$ cat config.mk
export PLATFORM = sky130hd
export DESIGN_NAME = tmr8_wave
export DESIGN_NICKNAME = d
export VERILOG_FILES = /design/src/rtl/tmr8_tick_gen.v /design/src/rtl/tmr8_wave.v
export VERILOG_INCLUDE_DIRS = /design/src /design/src/rtl
export SDC_FILE = /design/constraint.sdc
export NUM_CORES = 1
export LEC_CHECK = 0
export ABC_AREA = 1
export BUFFER_PORTS_ARGS = -buffer_cell sky130_fd_sc_hd__buf_4
export CORE_MARGIN = 5
export CORE_UTILIZATION = 45
export DETAILED_ROUTE_END_ITERATION = 7
export PLACE_DENSITY = 0.67
export SKIP_LAST_GASP = 1
export SLEW_MARGIN = 20
export SYNTH_ARGS = -nofsm -noshare
export SYNTH_HDL_FRONTEND = slang
export SYNTH_SLANG_ARGS = --single-unit
$ cat constraint.sdc
create_clock -name ref_clk -period 2.86 [get_ports ref_clk]
set_input_delay 0.572 -clock ref_clk [delete_from_list [all_inputs] [get_ports ref_clk]]
set_output_delay 0.572 -clock ref_clk [all_outputs]
set_load 0.02 [all_outputs]
$ cat src/rtl/tmr8_regs.vh
// tmr8_regs.vh: register offsets, field positions, reset values and encodings of the timer
// assumes: included by the timer design files, word addressed Avalon-MM slave
`ifndef TMR8_REGS_VH
`define TMR8_REGS_VH
// word offsets (byte address = 4 * offset)
`define TMR8_OFS_CTRL 3'h0
`define TMR8_OFS_CLKSEL 3'h1
`define TMR8_OFS_COUNT 3'h2
`define TMR8_OFS_COMPARE 3'h3
`define TMR8_OFS_FLAGS 3'h4
`define TMR8_OFS_IRQEN 3'h5
`define TMR8_OFS_PIN 3'h6
`define TMR8_OFS_PRESC 3'h7
// control fields
`define TMR8_CTRL_WGM_LSB 0
`define TMR8_CTRL_WGM_MSB 1
`define TMR8_CTRL_COM_LSB 4
`define TMR8_CTRL_COM_MSB 5
`define TMR8_CTRL_FORCE_BIT 7
// flag and enable bits
`define TMR8_FLAG_OVF_BIT 0
`define TMR8_FLAG_MATCH_BIT 1
// pin register bits
`define TMR8_PIN_DIR_BIT 0
`define TMR8_PIN_ASYNC_BIT 1
// waveform modes
`define TMR8_WGM_NORMAL 2'h0
`define TMR8_WGM_PCPWM 2'h1
`define TMR8_WGM_CTC 2'h2
`define TMR8_WGM_FAST 2'h3
// output actions
`define TMR8_COM_NONE 2'h0
`define TMR8_COM_TOGGLE 2'h1
`define TMR8_COM_CLEAR 2'h2
`define TMR8_COM_SET 2'h3
// counter extremes
`define TMR8_BOTTOM 8'h00
`define TMR8_MAX 8'hff
// reset values
`define TMR8_RST_CTRL 8'h00
`define TMR8_RST_COUNT 8'h00
`define TMR8_RST_COMPARE 8'h00
`define TMR8_RST_CLKSEL 3'h0
`define TMR8_RST_PRESC 10'h000
`endif

$ cat src/rtl/tmr8_tick_gen.v
// tmr8_tick_gen.v: turns the clock source select field into a one-cycle tick
// assumes: one clock domain; the async source arrives as a synchronous level strobe
`timescale 1ns/10ps
`include "tmr8_regs.vh"
module tmr8_tick_gen (
  input wire ref_clk, // system clock
  input wire reset_n, // synchronous reset, active low
  input wire [2:0] clock_source_sel, // 0 stops, 1 direct, 2..7 divided
  input wire use_async, // take ticks from osc_tick instead of the divider
  input wire osc_tick, // one-cycle strobe standing for an oscillator edge
  output wire timer_tick // one-cycle count enable
);

reg [9:0] presc_ff;
reg [9:0] nxt_presc;
reg tap;

always @* begin
  nxt_presc = presc_ff + 10'h001;
  if (clock_source_sel == 3'h0) begin
    nxt_presc = `TMR8_RST_PRESC;
  end
end

always @(posedge ref_clk) begin
  if (!reset_n) begin
    presc_ff <= `TMR8_RST_PRESC;
  end else begin
    presc_ff <= nxt_presc;
  end
end

// divide ratios 8,32,64,128,256,1024 on terminal counts
always @* begin
  case (clock_source_sel)
    3'h1: tap = 1'b1;
    3'h2: tap = (presc_ff[2:0] == 3'h7);
    3'h3: tap = (presc_ff[4:0] == 5'h1f);
    3'h4: tap = (presc_ff[5:0] == 6'h3f);
    3'h5: tap = (presc_ff[6:0] == 7'h7f);
    3'h6: tap = (presc_ff[7:0] == 8'hff);
    3'h7: tap = (presc_ff == 10'h3ff);
    default: tap = 1'b0;
  endcase
end

// async source bypasses the divider but still stops on select zero
assign timer_tick = use_async ? (osc_tick && (clock_source_sel != 3'h0)) : tap;

endmodule // tmr8_tick_gen

$ cat src/rtl/tmr8_wave.v
// tmr8_wave.v: 8-bit timer/counter with one compare channel, four waveform modes
// assumes: Avalon-MM master with waitrequest, word addressing, 32-bit data, one clock
//
// Overview of operation
// - normal mode counts up, wraps 0xff to 0
// - normal overflow flag set as count hits zero
// - clear-on-match clears counter at compare value
// - compare unbuffered; low write runs to wrap
// - clear-on-match toggle action inverts output per match
// - clear-on-match overflow flag on max-to-zero unless compare is max
// - fast pwm counts to max, then zero
// - fast pwm action two clears match, sets bottom
// - fast pwm overflow flag at max
// - fast pwm extremes give spike or constant
// - fast pwm toggle action, buffered compare
// - phase pwm counts up to max, then down
// - phase pwm action two clears up, sets down
// - phase pwm overflow flag at bottom
// - phase pwm extremes hold output low/high
// - phase pwm bottom transition for missed match
// - mode field sets count, action sets output
// - output reaches pin only when direction out
// - counter advances on prescaled tick or oscillator
// - pwm compare writes buffered, others direct
// - match flag set one tick after equality
// - source zero stops; count write has priority
//
// Register access over Avalon-MM and the register addresses were decided locally.
`timescale 1ns/10ps
`include "tmr8_regs.vh"
module tmr8_wave (
  input wire ref_clk, // 200 MHz system clock
  input wire reset_n, // synchronous reset, active low
  input wire [2:0] avs_address, // word address
  input wire avs_read, // read request
  input wire avs_write, // write request
  input wire [31:0] avs_writedata, // write data
  input wire [3:0] avs_byteenable, // byte lanes, lane 0 carries all fields
  output wire [31:0] avs_readdata, // registered read data
  output wire avs_waitrequest, // stall until access is taken
  input wire osc_tick, // oscillator edge strobe for async operation
  input wire irq_ack_ovf, // acknowledge of overflow request, one cycle
  input wire irq_ack_match, // acknowledge of match request, one cycle
  output wire irq_ovf, // overflow request, level
  output wire irq_match, // match request, level
  output wire wave_out, // compare output pin value
  output wire wave_out_oe_n // pin driven when low
);

////////////////////////////////////////////////////////////////////////////////////////////////
reg [7:0] ctrl_ff;
reg [2:0] clksel_ff;
reg [7:0] count_value_ff;
reg [7:0] compare_value_ff;
reg [7:0] compare_buf_ff;
reg count_down_ff;
reg overflow_flag_ff;
reg match_flag_ff;
reg [1:0] irqen_ff;
reg [1:0] pin_ff;
reg wave_ff;
reg block_ff;
reg ack_ff;
reg [31:0] rdata_ff;
reg [7:0] nxt_count;
reg nxt_down;
reg nxt_wave;
reg [7:0] nxt_compare;
reg nxt_ovf;
reg nxt_match;
reg [31:0] nxt_rdata;
wire [1:0] waveform_mode_sel;
wire [1:0] output_action_sel;
wire timer_tick;
wire lane0;
wire wr_ctrl;
wire wr_count;
wire wr_compare;
wire wr_flags;
wire force_cmp;
wire is_pwm;
wire equal;
wire cmp_hit;
wire at_top;
wire at_bottom;

// pulse: true when the named offset is being written with lane 0 enabled
function wr_hit;
  input [2:0] ofs;
  begin
    wr_hit = avs_write && ack_ff && lane0 && (avs_address == ofs);
  end
endfunction

assign waveform_mode_sel = ctrl_ff[`TMR8_CTRL_WGM_MSB:`TMR8_CTRL_WGM_LSB];
assign output_action_sel = ctrl_ff[`TMR8_CTRL_COM_MSB:`TMR8_CTRL_COM_LSB];
assign lane0 = avs_byteenable[0];
assign wr_ctrl = wr_hit(`TMR8_OFS_CTRL);
assign wr_count = wr_hit(`TMR8_OFS_COUNT);
assign wr_compare = wr_hit(`TMR8_OFS_COMPARE);
assign wr_flags = wr_hit(`TMR8_OFS_FLAGS);
assign force_cmp = wr_ctrl && avs_writedata[`TMR8_CTRL_FORCE_BIT] && !is_pwm;
assign is_pwm = waveform_mode_sel[0];
assign equal = (count_value_ff == compare_value_ff);
// a count write masks the match of the following tick
assign cmp_hit = equal && !block_ff;
assign at_top = (count_value_ff == `TMR8_MAX);
assign at_bottom = (count_value_ff == `TMR8_BOTTOM);

////////////////////////////////////////////////////////////////////////////////////////////////
// bus slave: one wait cycle per access, then ack; reads answer from a register
always @(posedge ref_clk) begin
  if (!reset_n) begin
    ack_ff <= 1'b0;
  end else begin
    ack_ff <= (avs_read || avs_write) && !ack_ff;
  end
end

assign avs_waitrequest = (avs_read || avs_write) && !ack_ff;

always @* begin
  nxt_rdata = 32'h0000_0000;
  case (avs_address)
    `TMR8_OFS_CTRL: nxt_rdata[7:0] = ctrl_ff & 8'h7f;
    `TMR8_OFS_CLKSEL: nxt_rdata[2:0] = clksel_ff;
    `TMR8_OFS_COUNT: nxt_rdata[7:0] = count_value_ff;
    `TMR8_OFS_COMPARE: nxt_rdata[7:0] = is_pwm ? compare_buf_ff : compare_value_ff;
    `TMR8_OFS_FLAGS: nxt_rdata[1:0] = {match_flag_ff, overflow_flag_ff};
    `TMR8_OFS_IRQEN: nxt_rdata[1:0] = irqen_ff;
    `TMR8_OFS_PIN: nxt_rdata[1:0] = pin_ff;
    default: nxt_rdata = 32'h0000_0000;
  endcase
end

always @(posedge ref_clk) begin
  if (!reset_n) begin
    rdata_ff <= 32'h0000_0000;
  end else if (avs_read && !ack_ff) begin
    rdata_ff <= nxt_rdata;
  end
end

assign avs_readdata = rdata_ff;

////////////////////////////////////////////////////////////////////////////////////////////////
tmr8_tick_gen u_tick (
  .ref_clk(ref_clk),
  .reset_n(reset_n),
  .clock_source_sel(clksel_ff),
  .use_async(pin_ff[`TMR8_PIN_ASYNC_BIT]),
  .osc_tick(osc_tick),
  .timer_tick(timer_tick)
);

////////////////////////////////////////////////////////////////////////////////////////////////
// counter sequence, driven by the mode field alone
always @* begin
  nxt_count = count_value_ff;
  nxt_down = count_down_ff;
  if (timer_tick) begin
    case (waveform_mode_sel)
      `TMR8_WGM_NORMAL: begin
        nxt_count = count_value_ff + 8'h01;
        nxt_down = 1'b0;
      end
      `TMR8_WGM_CTC: begin
        nxt_down = 1'b0;
        if (equal) begin
          nxt_count = `TMR8_BOTTOM;
        end else begin
          nxt_count = count_value_ff + 8'h01;
        end
      end
      `TMR8_WGM_FAST: begin
        nxt_down = 1'b0;
        nxt_count = at_top ? `TMR8_BOTTOM : count_value_ff + 8'h01;
      end
      `TMR8_WGM_PCPWM: begin
        // max and bottom each last one tick as direction turns
        if (at_top) begin
          nxt_down = 1'b1;
          nxt_count = count_value_ff - 8'h01;
        end else if (at_bottom) begin
          nxt_down = 1'b0;
          nxt_count = count_value_ff + 8'h01;
        end else if (count_down_ff) begin
          nxt_count = count_value_ff - 8'h01;
        end else begin
          nxt_count = count_value_ff + 8'h01;
        end
      end
      default: nxt_count = count_value_ff;
    endcase
  end
  if (wr_count) begin
    nxt_count = avs_writedata[7:0];
  end
end

////////////////////////////////////////////////////////////////////////////////////////////////
// compare register: buffered in pwm modes, loaded at max (fast) or max turn (phase)
always @* begin
  nxt_compare = compare_value_ff;
  if (!is_pwm) begin
    if (wr_compare) begin
      nxt_compare = avs_writedata[7:0];
    end
  end else if (timer_tick && at_top) begin
    nxt_compare = compare_buf_ff;
  end
end

////////////////////////////////////////////////////////////////////////////////////////////////
// waveform generator; action field steers output only
always @* begin
  nxt_wave = wave_ff;
  if (timer_tick) begin
    case (waveform_mode_sel)
      `TMR8_WGM_NORMAL, `TMR8_WGM_CTC: begin
        if (cmp_hit) begin
          case (output_action_sel)
            `TMR8_COM_TOGGLE: nxt_wave = !wave_ff;
            `TMR8_COM_CLEAR: nxt_wave = 1'b0;
            `TMR8_COM_SET: nxt_wave = 1'b1;
            default: nxt_wave = wave_ff;
          endcase
        end
      end
      `TMR8_WGM_FAST: begin
        // match wins over bottom set, so compare max holds a constant level
        if (cmp_hit) begin
          case (output_action_sel)
            `TMR8_COM_TOGGLE: nxt_wave = !wave_ff;
            `TMR8_COM_CLEAR: nxt_wave = 1'b0;
            `TMR8_COM_SET: nxt_wave = 1'b1;
            default: nxt_wave = wave_ff;
          endcase
        end else if (at_top) begin
          case (output_action_sel)
            `TMR8_COM_CLEAR: nxt_wave = 1'b1;
            `TMR8_COM_SET: nxt_wave = 1'b0;
            default: nxt_wave = wave_ff;
          endcase
        end
      end
      `TMR8_WGM_PCPWM: begin
        if (output_action_sel[1]) begin
          if (cmp_hit && !at_bottom && !(at_top && !count_down_ff)) begin
            // up-slope match clears for action two, down-slope match sets
            nxt_wave = count_down_ff ^ output_action_sel[0];
          end else if (at_top) begin
            // max turn: settle on the down-slope level when compare is max, the up-slope result when below
            if (compare_value_ff == `TMR8_MAX) begin
              nxt_wave = !output_action_sel[0];
            end else if (count_value_ff == compare_value_ff) begin
              nxt_wave = output_action_sel[0];
            end else if (count_value_ff > compare_value_ff) begin
              nxt_wave = output_action_sel[0];
            end
          end else if (at_bottom) begin
            // bottom: level of the up-slope, missed matches repaired here
            if (compare_value_ff == `TMR8_BOTTOM) begin
              nxt_wave = output_action_sel[0];
            end else begin
              nxt_wave = !output_action_sel[0];
            end
          end
        end
      end
      default: nxt_wave = wave_ff;
    endcase
  end
  if (force_cmp) begin
    case (output_action_sel)
      `TMR8_COM_TOGGLE: nxt_wave = !wave_ff;
      `TMR8_COM_CLEAR: nxt_wave = 1'b0;
      `TMR8_COM_SET: nxt_wave = 1'b1;
      default: nxt_wave = wave_ff;
    endcase
  end
end

////////////////////////////////////////////////////////////////////////////////////////////////
// flags: hardware set wins over a same-cycle clear
always @* begin
  nxt_ovf = overflow_flag_ff;
  nxt_match = match_flag_ff;
  if ((wr_flags && avs_writedata[`TMR8_FLAG_OVF_BIT]) || irq_ack_ovf) begin
    nxt_ovf = 1'b0;
  end
  if ((wr_flags && avs_writedata[`TMR8_FLAG_MATCH_BIT]) || irq_ack_match) begin
    nxt_match = 1'b0;
  end
  if (timer_tick) begin
    case (waveform_mode_sel)
      `TMR8_WGM_NORMAL: if (nxt_count == `TMR8_BOTTOM && at_top) nxt_ovf = 1'b1;
      `TMR8_WGM_CTC: if (at_top && !equal) nxt_ovf = 1'b1;
      `TMR8_WGM_FAST: if (nxt_count == `TMR8_MAX) nxt_ovf = 1'b1;
      `TMR8_WGM_PCPWM: if (nxt_count == `TMR8_BOTTOM) nxt_ovf = 1'b1;
      default: nxt_ovf = nxt_ovf;
    endcase
    // flag lands on the tick that leaves the matching count, with the ctc clear
    if (cmp_hit) begin
      nxt_match = 1'b1;
    end
  end
end

////////////////////////////////////////////////////////////////////////////////////////////////
always @(posedge ref_clk) begin
  if (!reset_n) begin
    ctrl_ff <= `TMR8_RST_CTRL;
    clksel_ff <= `TMR8_RST_CLKSEL;
    count_value_ff <= `TMR8_RST_COUNT;
    compare_value_ff <= `TMR8_RST_COMPARE;
    compare_buf_ff <= `TMR8_RST_COMPARE;
    count_down_ff <= 1'b0;
    overflow_flag_ff <= 1'b0;
    match_flag_ff <= 1'b0;
    irqen_ff <= 2'h0;
    pin_ff <= 2'h0;
    wave_ff <= 1'b0;
    block_ff <= 1'b0;
  end else begin
    if (wr_ctrl) begin
      ctrl_ff <= avs_writedata[7:0] & 8'h7f;
    end
    if (wr_hit(`TMR8_OFS_CLKSEL)) begin
      clksel_ff <= avs_writedata[2:0];
    end
    if (wr_hit(`TMR8_OFS_IRQEN)) begin
      irqen_ff <= avs_writedata[1:0];
    end
    if (wr_hit(`TMR8_OFS_PIN)) begin
      pin_ff <= avs_writedata[1:0];
    end
    if (wr_compare) begin
      compare_buf_ff <= avs_writedata[7:0];
    end
    count_value_ff <= nxt_count;
    count_down_ff <= nxt_down;
    compare_value_ff <= nxt_compare;
    wave_ff <= nxt_wave;
    overflow_flag_ff <= nxt_ovf;
    match_flag_ff <= nxt_match;
    // block stays up across the tick after a count write, even when stopped
    if (wr_count) begin
      block_ff <= 1'b1;
    end else if (timer_tick) begin
      block_ff <= 1'b0;
    end
  end
end

assign irq_ovf = overflow_flag_ff && irqen_ff[`TMR8_FLAG_OVF_BIT];
assign irq_match = match_flag_ff && irqen_ff[`TMR8_FLAG_MATCH_BIT];
assign wave_out = wave_ff;
assign wave_out_oe_n = !pin_ff[`TMR8_PIN_DIR_BIT];

endmodule // tmr8_wave

Yosys cells after proc, flatten, opt, wreduce, memory -nomap -nowiden
Cells that the tools add are included.
{"block": "word_totals", "register_bits": 62, "in_bits": 46, "out_inout_bits": 37, "wordCells": 160}
{"block": "classes", "addsub": 3, "magnitude_cmp": 1, "n_eq_ne": 37, "n_mux": 48, "n_bitwise": 2, "n_reduce_logical": 54}
{"operator": "$mux W8", "n": 11}
{"operator": "$eq A8 B8 Y1 const B", "n": 4}
{"operator": "$pmux W8 S4", "n": 1}
{"operator": "$mux W1", "n": 27}
{"operator": "$logic_and A1 B1 Y1", "n": 25}
{"operator": "$eq A3 B3 Y1 const B", "n": 8}
{"operator": "$logic_not A8 Y1", "n": 3}
{"operator": "$pmux W5 S3", "n": 1}
{"operator": "$pmux W2 S7", "n": 1}
{"operator": "$eq A3 B2 Y1 const B", "n": 4}
{"operator": "$add A10 B1 Y10 const B", "n": 1}
{"operator": "$eq A10 B10 Y1 const B", "n": 1}
{"operator": "$logic_not A1 Y1", "n": 10}
{"operator": "$ne A3 B3 Y1 const B", "n": 3}
{"operator": "$add A8 B1 Y8 const B", "n": 1}
{"operator": "$eq A2 B2 Y1 const B", "n": 4}
{"operator": "$eq A8 B8 Y1", "n": 1}
{"operator": "$gt A8 B8 Y1", "n": 1}
{"operator": "$pmux W1 S4", "n": 2}
{"operator": "$sub A8 B1 Y8 const B", "n": 1}
{"operator": "$eq A7 B7 Y1 const B", "n": 1}
{"operator": "$ne A7 B7 Y1 const B", "n": 1}
{"operator": "$pmux W1 S7", "n": 1}
{"operator": "$reduce_and A7 Y1", "n": 1}
{"operator": "20 further kinds", "n": 31}

Depth between registers and ports, before layout
Gate-level depths: netlist of run 1.
{"block": "depth", "ltp_word": 12, "mapped_depth": 22, "ltp_nobuf": 22}

Hierarchy
A second synthesis of run 1 with hierarchy kept.
{"block": "unflattened", "hier_cells": 606, "area_unflattened_um2": 4030.1}
{"mod": "tmr8_wave", "n_inst": 1, "cells_per_inst": 521, "area_per_inst_um2": 3467.1, "seq_area_each_um2": 1041.0}
{"mod": "tmr8_tick_gen", "n_inst": 1, "cells_per_inst": 85, "area_per_inst_um2": 563.0, "seq_area_each_um2": 200.2}

Least setup slack after synthesis of run 1
Ideal clock, no wire load.
{"block": "synth_timing", "kind": "flip-flop to flip-flop", "from": "reg count_value_ff[0]", "to": "reg overflow_flag_ff", "setup_time_ns": 0.068, "arrival_time_ns": 2.146, "required_ns": 2.792, "setup_slack_ns": 0.646, "path_stages_with_launch": 21, "n_path_buf": 0, "period_less_slack_ns": 2.214, "path_cell_list": "dfxtp_1 inv_1 ha_1 nand2_1 nor2_1 nand2_1 nand2_1 nand2_1 nor2_8 nand2_4 nand2_2 nand3_2 a21oi_4 nand3_2 nor2_2 nand3_1 nand2_1 inv_1 nand2_1 nand2_1 a21oi_2"}
{"block": "synth_between", "elab_chain_len": 12, "elab_cells_between_ends": 24, "classes_between": "add/sub (2); eq/ne (3); mux (14); reduce/logical (5)"}
{"element": "start: declaration", "line": "tmr8_wave.v:53", "text": "reg [7:0] count_value_ff;"}
{"element": "start signal: assignment", "line": "tmr8_wave.v:315", "text": "count_value_ff <= `TMR8_RST_COUNT;"}
{"element": "start signal: assignment", "line": "tmr8_wave.v:341", "text": "count_value_ff <= nxt_count;"}
{"element": "$add A8 B1 Y8 or $sub A8 B1 Y8 (tied branches)"}
{"element": "$mux W8", "line": "tmr8_wave.v:187", "text": "end else if (count_down_ff) begin"}
{"element": "$mux W8", "line": "tmr8_wave.v:184", "text": "end else if (at_bottom) begin"}
{"element": "$mux W8", "line": "tmr8_wave.v:181", "text": "if (at_top) begin"}
{"element": "$pmux W8 S4", "line": "tmr8_wave.v:162", "text": "case (waveform_mode_sel)"}
{"element": "$mux W8", "line": "tmr8_wave.v:161", "text": "if (timer_tick) begin"}
{"element": "$mux W8", "line": "tmr8_wave.v:196", "text": "if (wr_count) begin"}
{"element": "$logic_not A8 Y1 (no line)"}
{"element": "$logic_and A1 B1 Y1", "line": "tmr8_wave.v:297", "text": "`TMR8_WGM_NORMAL: if (nxt_count == `TMR8_BOTTOM && at_top) nxt_ovf = 1'b1;"}
{"element": "$mux W1", "line": "tmr8_wave.v:297"}
{"element": "$pmux W1 S4 (*)", "line": "tmr8_wave.v:296", "text": "case (waveform_mode_sel)"}
{"element": "$mux W1 (*)", "line": "tmr8_wave.v:295", "text": "if (timer_tick) begin"}
{"element": "end signal: assignment", "line": "tmr8_wave.v:345", "text": "overflow_flag_ff <= nxt_ovf;"}
{"element": "end: declaration", "line": "tmr8_wave.v:57", "text": "reg overflow_flag_ff;"}
Mark *: on every way between the ends. The rest lies on a longest branch, timed or not.
A chain may end at the register's enable or synchronous reset.

Final worst setup path of run 1
{"block": "layout_timing", "from": "reg compare_value_ff[3]", "to": "reg overflow_flag_ff"}
{"block": "layout_between", "elab_chain_len": 10, "elab_cells_between_ends": 16, "classes_between": "eq/ne (2); mux (10); reduce/logical (4)"}
{"element": "start: declaration", "line": "tmr8_wave.v:54", "text": "reg [7:0] compare_value_ff;"}
{"element": "start signal: assignment", "line": "tmr8_wave.v:316", "text": "compare_value_ff <= `TMR8_RST_COMPARE;"}
{"element": "start signal: assignment", "line": "tmr8_wave.v:343", "text": "compare_value_ff <= nxt_compare;"}
{"element": "$eq A8 B8 Y1 (*)", "line": "tmr8_wave.v:104", "text": "assign equal = (count_value_ff == compare_value_ff);"}
{"element": "$mux W8", "line": "tmr8_wave.v:169", "text": "if (equal) begin"}
{"element": "$pmux W8 S4", "line": "tmr8_wave.v:162"}
{"element": "$mux W8", "line": "tmr8_wave.v:161"}
{"element": "$mux W8", "line": "tmr8_wave.v:196"}
{"element": "$logic_not A8 Y1 (no line)"}
{"element": "$logic_and A1 B1 Y1", "line": "tmr8_wave.v:297"}
{"element": "$mux W1", "line": "tmr8_wave.v:297"}
{"element": "$pmux W1 S4 (*)", "line": "tmr8_wave.v:296"}
{"element": "$mux W1 (*)", "line": "tmr8_wave.v:295"}
Marks and branches as above.

==> impl_metrics.py, run 1 <==
metrics = {
    "route": {
        "first_pass_iters": 5,
        "vias": 3963,
        "ant_nets": 0,
        "drc": 0,
        "wl_um": 11400,
        "avgRoutedWirePerCell_um": 15.0,
        "drt_iter0_markers": 280,
        "viasPerCell": 5.24,
    },
    "layout": {
        "final_layout_size_suffix_gt1_share_pct": 16.4,
        "nets": 700,
        "area_growth_pct": 12.8,
        "multi_input_area_mm2": 0.00243,
        "diodes": 0,
        "fillers": 905,
        "stdcell_area_mm2": 0.00465,
        "layoutNonFillerInstCount": 756,
        "postLayoutCoreUtil_pct": 51.3,
        "ff_latch_area_mm2": 0.00124,
    },
    "die": {
        "coreArea_mm2": 0.00906,
        "num_rows": 35,
        "io-pin-count": 83,
        "chipWidth_um": 106,
        "dieHeight_um": 106,
        "die-area_mm2": 0.0112,
        "initial_core_util_pct": 45.5,
    },
    "timing": {
        "setup-violations-final": 0,
        "timing.hold.ws_ns": 0.452,
        "worst_slack_ns": 0.285,
        "fin_tns_setup_ns": 0,
        "min_period_ns": 2.58,
        "rsz0062_at_grt": "no",
        "relSlewSlack_pct": 49.7,
        "drv_slew": 0,
        "max_freq_ghz": 0.388,
        "hold_violations": 0,
        "tightest_slew_ns": 0.754,
        "timing.final.crit_share_pct": 90.0,
        "fin_skew_ns": 0.0117,
    },
    "clock_tree": {
        "insertion_delay_ns": 0.35,
        "cts.sinks": 62,
        "cts-root-buf": "clkbuf_8",
        "clockBufferDepth": 2,
        "cts_tree": "yes",
        "h-tree-depth": 3,
        "ctsHoldBuffers": 0,
        "cts_buffers": 9,
        "clk_pin_slew_ns": 0.07,
        "postCtsSetupRepairBufs": 0,
    },
    "setup_path": {
        "worstSetupPathType": "flop to flop",
        "cp_num_buf_inv": 1,
        "endpoint_kind": "flop",
        "critPathSlowestCell": "dfxtp_1",
        "cp.arrival_ns": 2.85,
        "critPathLaunchType": "flop",
        "crit_top_cell": "nand2_1",
        "crit_fanout": 4,
        "crit_required_ns": 3.14,
        "crit_family": "simple AND/OR/NAND/NOR gates",
        "critPathMaxStageDelay_ns": 0.33,
        "crit_chain": "inv_1 > ha_1 > nand2_1 > nor2_1 > nand2_1 > nand2_1 > nand2_1 > nor2_8 > nand2_4 > nand2_2 > nand3_2 > a21oi_2 > nand2_1 > nor2_2 > nand2_1 > nand2_1 > nand3_1 > nand2_1 > nand2_1 > a21oi_2",
    },
    "synth": {
        "ys_seq_area_share_pct": 30.1,
        "async_reset_ff_share_pct": 0,
        "ys_types": 50,
        "avgSynthCellArea_um2": 6.87,
        "synth_most_common_cell": "nand2_1",
        "synth_edf_count": 0,
        "yosysTopAreaCell": "dfxtp_1",
        "ys_warn_count": 0,
        "ys_top_cells_by_area": "dfxtp_1 (30%), nand2_1 (11%), o21ai_0 (7.9%), a21oi_1 (7.3%), nor2_1 (5.9%)",
        "synthFlopType": "dfxtp_1",
        "ys_seq_elements": 62,
        "synthCells": 600,
        "synth_top_area_share_pct": 30.1,
        "synth_area_mm2": 0.00412,
        "synthTopCellsByCount": "nand2_1 (120), nor2_1 (65), o21ai_0 (65)",
    },
    "grt": {
        "grt_remaining_overflow": 0,
        "grt.total_usage_pct": 20.5,
        "grt_start_max_net_pins": 34,
        "antenna_found_initial": 0,
        "grt_pass1_wl_um": 18000,
        "grt_pass1_vias": 3631,
    },
    "power": {
        "p_leak_nw": 2.04,
        "clock_power_share_pct": 44.8,
        "seq_power_share_pct": 46.6,
        "power.share.switching_pct": 24.9,
        "combPwrFrac_pct": 8.7,
        "ir_worst_vdd_v": 0.000258,
        "p_int_mw": 1.41,
        "p_sw_mw": 0.467,
        "power.density_mw_per_mm2": 404,
        "power_mw": 1.88,
    },
    "placed_design": {
        "post-place-ws_ns": 0.271,
        "placed_cells": 740,
        "gp_congestion": 0.888,
        "dpl.hpwl_um": 9010,
        "dpl-instance-area_mm2": 0.00443,
        "port_buffers": 31,
    },
    "hold_path": {
        "hold_path.class": "flop to flop",
    },
    "run": {
        "drv_cap": 0,
    },
    "outcome": {
        "outcome": "completed",
    },
}
[registers in the layout, indices dropped and copies added, names as in the netlist]
| register | flops |
|---|---|
| ack_ff | 1 |
| avs_readdata | 8 |
| block_ff | 1 |
| clksel_ff | 3 |
| compare_buf_ff | 8 |
| compare_value_ff | 8 |
| count_down_ff | 1 |
| count_value_ff | 8 |
| ctrl_ff | 7 |
| irqen_ff | 2 |
| match_flag_ff | 1 |
| overflow_flag_ff | 1 |
| pin_ff | 2 |
| u_tick.presc_ff | 10 |
| wave_out | 1 |
[timing repair]
action	in CTS	in global routing
gates resized for setup	0	3
hold endpoints to repair	0	0
setup endpoints to repair	0	2
[cell type report]
cell class | count | share of cell area (%)
Inverter | 69 | 5.92
Clock buffer | 13 | 3.85
Timing Repair Buffer | 46 | 7.43
Clock inverter | 3 | 0.861
Sequential cell | 62 | 26.7
Multi-Input combinational cell | 452 | 52.3
Tap cell | 111 | 2.99
[cells by family after synthesis]
kind of cell	Yosys count	synth area share (%)
fa+ha+maj	14	4.25
buf+inv	109	13.1
compound gates	159	22.0
flops	62	30.1
other cells	1	0.0910
xor+xnor	10	2.12
simple gates	245	28.3
[power by group through the flow]
stage / Clock (mW) / Sequential [mW] / Combinational [mW]
floorplan: 0 / 0.893 / 0.131
global placement: 0 / 0.894 / 0.159
detailed placement: 0 / 0.894 / 0.161
CTS: 0.857 / 0.874 / 0.161
global route: 0.901 / 0.874 / 0.180
finish: 0.840 / 0.874 / 0.163
[metal layers]
| layer | part of all wire (%) | wire length, µm | GRT usage, % | vias to the layer above |
|---|---|---|---|---|
| met2 | 48 | 5510 | 34.1 | 124 |
| met1 | 43 | 4890 | 25.4 | 1794 |
| met4 | 3.5 | 401 | 9.34 | 0 |
| li1 | - | - | - | 2016 |
| met3 | 5.1 | 575 | 4.16 | 29 |
| met5 | 0 | 0 | 0 | - |
[final timing paths]
path / start / endpoint / slack, ns / cells after the start
hold reg to reg: u_tick.presc_ff[0]$_SDFF_PP0_ / u_tick.presc_ff[0]$_SDFF_PP0_ / 0.45 / 1
hold / removal: u_tick.presc_ff[0]$_SDFF_PP0_ / u_tick.presc_ff[0]$_SDFF_PP0_ / 0.45 / 1
setup / recovery: compare_value_ff[3]$_SDFFE_PN0P_ / overflow_flag_ff$_SDFF_PN0_ / 0.28 / 20
setup reg to reg: compare_value_ff[3]$_SDFFE_PN0P_ / overflow_flag_ff$_SDFF_PN0_ / 0.28 / 20
[placed cells by master, fill, tap and decap left out, types with 3 or more instances in the layout]
master,count
nor2_1,64
nand4_1,6
o21ai_0,64
a21oi_1,60
a22oi_1,3
nand2_1,119
a21oi_2,3
inv_2,6
nand3_1,22
inv_1,60
o211ai_1,4
a31oi_1,5
dfxtp_1,62
nor2_8,3
o21ai_1,4
nor3_1,4
ha_1,14
conb_1,24
nand2_2,6
nor2_2,5
clkbuf_8,13
buf_4,46
xor2_1,10
nand3_2,5
Power figures use the tool's default switching activity.
==> run 2, diff against run 1 <==
==> constraint.sdc (replaced) <==
create_clock -name ref_clk -period 2.9 [get_ports ref_clk]
set_input_delay 0.58 -clock ref_clk [delete_from_list [all_inputs] [get_ports ref_clk]]
set_output_delay 0.58 -clock ref_clk [all_outputs]
set_load 0.02 [all_outputs]
==> run 2 against run 1 <==
Net effect:
- count of clock-buffer cells in the layout fell by 2
- sequential share of layout area barely moved
- clock power rose by 4.6%
- clock skew barely moved
- first-iteration DRC count fell by 13%
- highest routed layer unchanged
- global-route usage fell by 0.41 points
- worst setup slack barely moved
==> impl_metrics.py, run 2 (synthesized netlist as in run 1, its figures left out) <==
metrics = {
    "die": {
        "die-area_mm2": 0.0112,
        "initial_core_util_pct": 45.5,
        "coreArea_mm2": 0.00906,
        "io-pin-count": 83,
        "chipWidth_um": 106,
        "dieHeight_um": 106,
        "num_rows": 35,
    },
    "grt": {
        "grt.total_usage_pct": 20.1,
        "grt_start_max_net_pins": 34,
        "antenna_found_initial": 0,
        "grt_pass1_vias": 3601,
        "grt_pass1_wl_um": 17600,
        "grt_remaining_overflow": 0,
    },
    "hold_path": {
        "min_from": "u_tick.presc_ff[0]$_SDFF_PP0_",
        "hold_path.class": "flop to flop",
    },
    "setup_path": {
        "critPathLaunchType": "flop",
        "crit_fanout": 4,
        "timing.rr.end": "overflow_flag_ff$_SDFF_PN0_",
        "crit_top_cell": "nand2_1",
        "critPathMaxStageDelay_ns": 0.37,
        "crit_family": "simple AND/OR/NAND/NOR gates",
        "worstSetupPathType": "flop to flop",
        "r2r_slack_ns": 0.28,
        "r2r-start": "compare_value_ff[7]$_SDFFE_PN0P_",
        "endpoint": "overflow_flag_ff$_SDFF_PN0_",
        "crit_required_ns": 3.17,
        "endpoint_kind": "flop",
        "cp.arrival_ns": 2.89,
        "cp_num_buf_inv": 1,
        "crit_chain": "inv_1 > ha_1 > nand2_1 > nor2_1 > nand2_1 > nand2_1 > nand2_1 > nor2_8 > nand2_4 > nand2_2 > nand3_2 > a21oi_2 > nand2_1 > nor2_2 > nand2_1 > nand2_1 > nand3_1 > nand2_1 > nand2_1 > a21oi_2",
        "startpoint": "compare_value_ff[7]$_SDFFE_PN0P_",
        "reg2reg_depth": 20,
        "critPathSlowestCell": "dfxtp_1",
        "worstSetupPathDepth": 20,
    },
    "layout": {
        "final_common_cell": "nand2_1",
        "diodes": 0,
        "stdcell_area_mm2": 0.00466,
        "nets": 699,
        "area_growth_pct": 12.9,
        "largest_reg_flops": 10,
        "top_register": "u_tick.presc_ff",
        "postLayoutCoreUtil_pct": 51.4,
        "final_cell_mix": "nand2_1 (120), nor2_1 (65), o21ai_0 (65)",
        "final_layout_size_suffix_gt1_share_pct": 16.1,
    },
    "placed_design": {
        "gp_congestion": 0.898,
        "post-place-ws_ns": 0.291,
        "dpl.hpwl_um": 8910,
        "port_buffers": 31,
        "dpl-instance-area_mm2": 0.00442,
    },
    "timing": {
        "tightest_slew_ns": 0.745,
        "relSlewSlack_pct": 50.3,
        "rsz0062_at_grt": "no",
        "drv_slew": 0,
        "timing.final.crit_share_pct": 90.2,
        "min_period_ns": 2.62,
        "setup-violations-final": 0,
        "max_freq_ghz": 0.382,
        "worst_slack_ns": 0.285,
        "hold_violations": 0,
        "fin_tns_setup_ns": 0,
        "fin_skew_ns": 0.0116,
    },
    "clock_tree": {
        "insertion_delay_ns": 0.34,
        "cts_resized": 0,
        "cts.sinks": 62,
        "ctsHoldBuffers": 0,
        "cts-root-buf": "clkbuf_8",
        "clockBufferDepth": 2,
        "cts_tree": "yes",
        "postCtsSetupRepairBufs": 0,
        "cts_buffers": 9,
        "h-tree-depth": 3,
        "clk_pin_slew_ns": 0.07,
    },
    "route": {
        "drt_iter0_markers": 245,
        "drc": 0,
        "avgRoutedWirePerCell_um": 15.0,
        "ant_nets": 0,
        "viasPerCell": 5.20,
        "wl_um": 11300,
        "vias": 3925,
        "first_pass_iters": 5,
    },
    "power": {
        "clock_power_share_pct": 46.2,
        "power_mw": 1.90,
        "power.density_mw_per_mm2": 409,
        "p_int_mw": 1.43,
        "ir_worst_vdd_v": 0.000332,
        "p_leak_nw": 2.03,
        "combPwrFrac_pct": 8.5,
        "p_sw_mw": 0.469,
        "seq_power_share_pct": 45.3,
        "power.share.switching_pct": 24.7,
    },
    "run": {
        "drv_cap": 0,
    },
    "outcome": {
        "outcome": "completed",
    },
}
==> run 2: changes by cell type in the layout (fill, tap and decap cells not counted), sizes merged <==
cell / delta
clkinvlp: +1
bufinv: +1
buf: -1
clkbuf: -2
==> run 2: cell type report <==
cell class	instances	area, µm²
fillers	902	4410
multi-input cells	452	2430
flip-flops and latches	62	1240
repair buffers	45	338
inverters	69	275
clock buffers	11	151
well taps	111	139
clock inverters	5	81.3
==> run 2: worst min path at each step <==
stage                                          to  cells past startpoint  slack, ns
finish              u_tick.presc_ff[0]$_SDFF_PP0_                      1       0.46
detailed placement  u_tick.presc_ff[0]$_SDFF_PP0_                      1       0.45
global placement    u_tick.presc_ff[0]$_SDFF_PP0_                      1       0.43
CTS                 u_tick.presc_ff[0]$_SDFF_PP0_                      1       0.46
floorplan           u_tick.presc_ff[0]$_SDFF_PP0_                      1       0.42
global route        u_tick.presc_ff[0]$_SDFF_PP0_                      1       0.49
==> run 2: power by group through the flow <==
stage	sequential (mW)	combinational, mW	clock, mW
3_3_place_gp	0.881	0.158	0
4_1_cts	0.862	0.160	0.892
5_1_grt	0.862	0.176	0.926
2_1_floorplan	0.881	0.129	0
6_report	0.862	0.161	0.879
3_5_place_dp	0.882	0.159	0
==> run 2: routing by layer <==
metal	GRT usage [%]	share of wire, %	wire length (µm)	vias to the layer above
met5	0	0	0	-
met4	10.4	3.2	366	0
met3	3.31	4.9	558	29
met2	35.1	49	5550	108
met1	23.5	43	4820	1776
li1	-	-	-	2012
==> run 2: worst register-to-register path, stage by stage, from the launching register on <==
cell and delay [ns]:
dfxtp_1 0.37, inv_1 0.07, ha_1 0.29, nand2_1 0.06, nor2_1 0.20, nand2_1 0.13
nand2_1 0.13, nand2_1 0.13, nor2_8 0.13, nand2_4 0.08, nand2_2 0.07, nand3_2 0.07
a21oi_2 0.15, nand2_1 0.12, nor2_2 0.14, nand2_1 0.06, nand2_1 0.05, nand3_1 0.06
nand2_1 0.06, nand2_1 0.06, a21oi_2 0.11
==> run 2: through the flow <==
step	std cells	hold WS, ns
6_report	755	0.455
5_1_grt	755	0.489
3_5_place_dp	739	0.447
2_1_floorplan	623	0.418
4_1_cts	755	0.460
3_3_place_gp	739	0.433
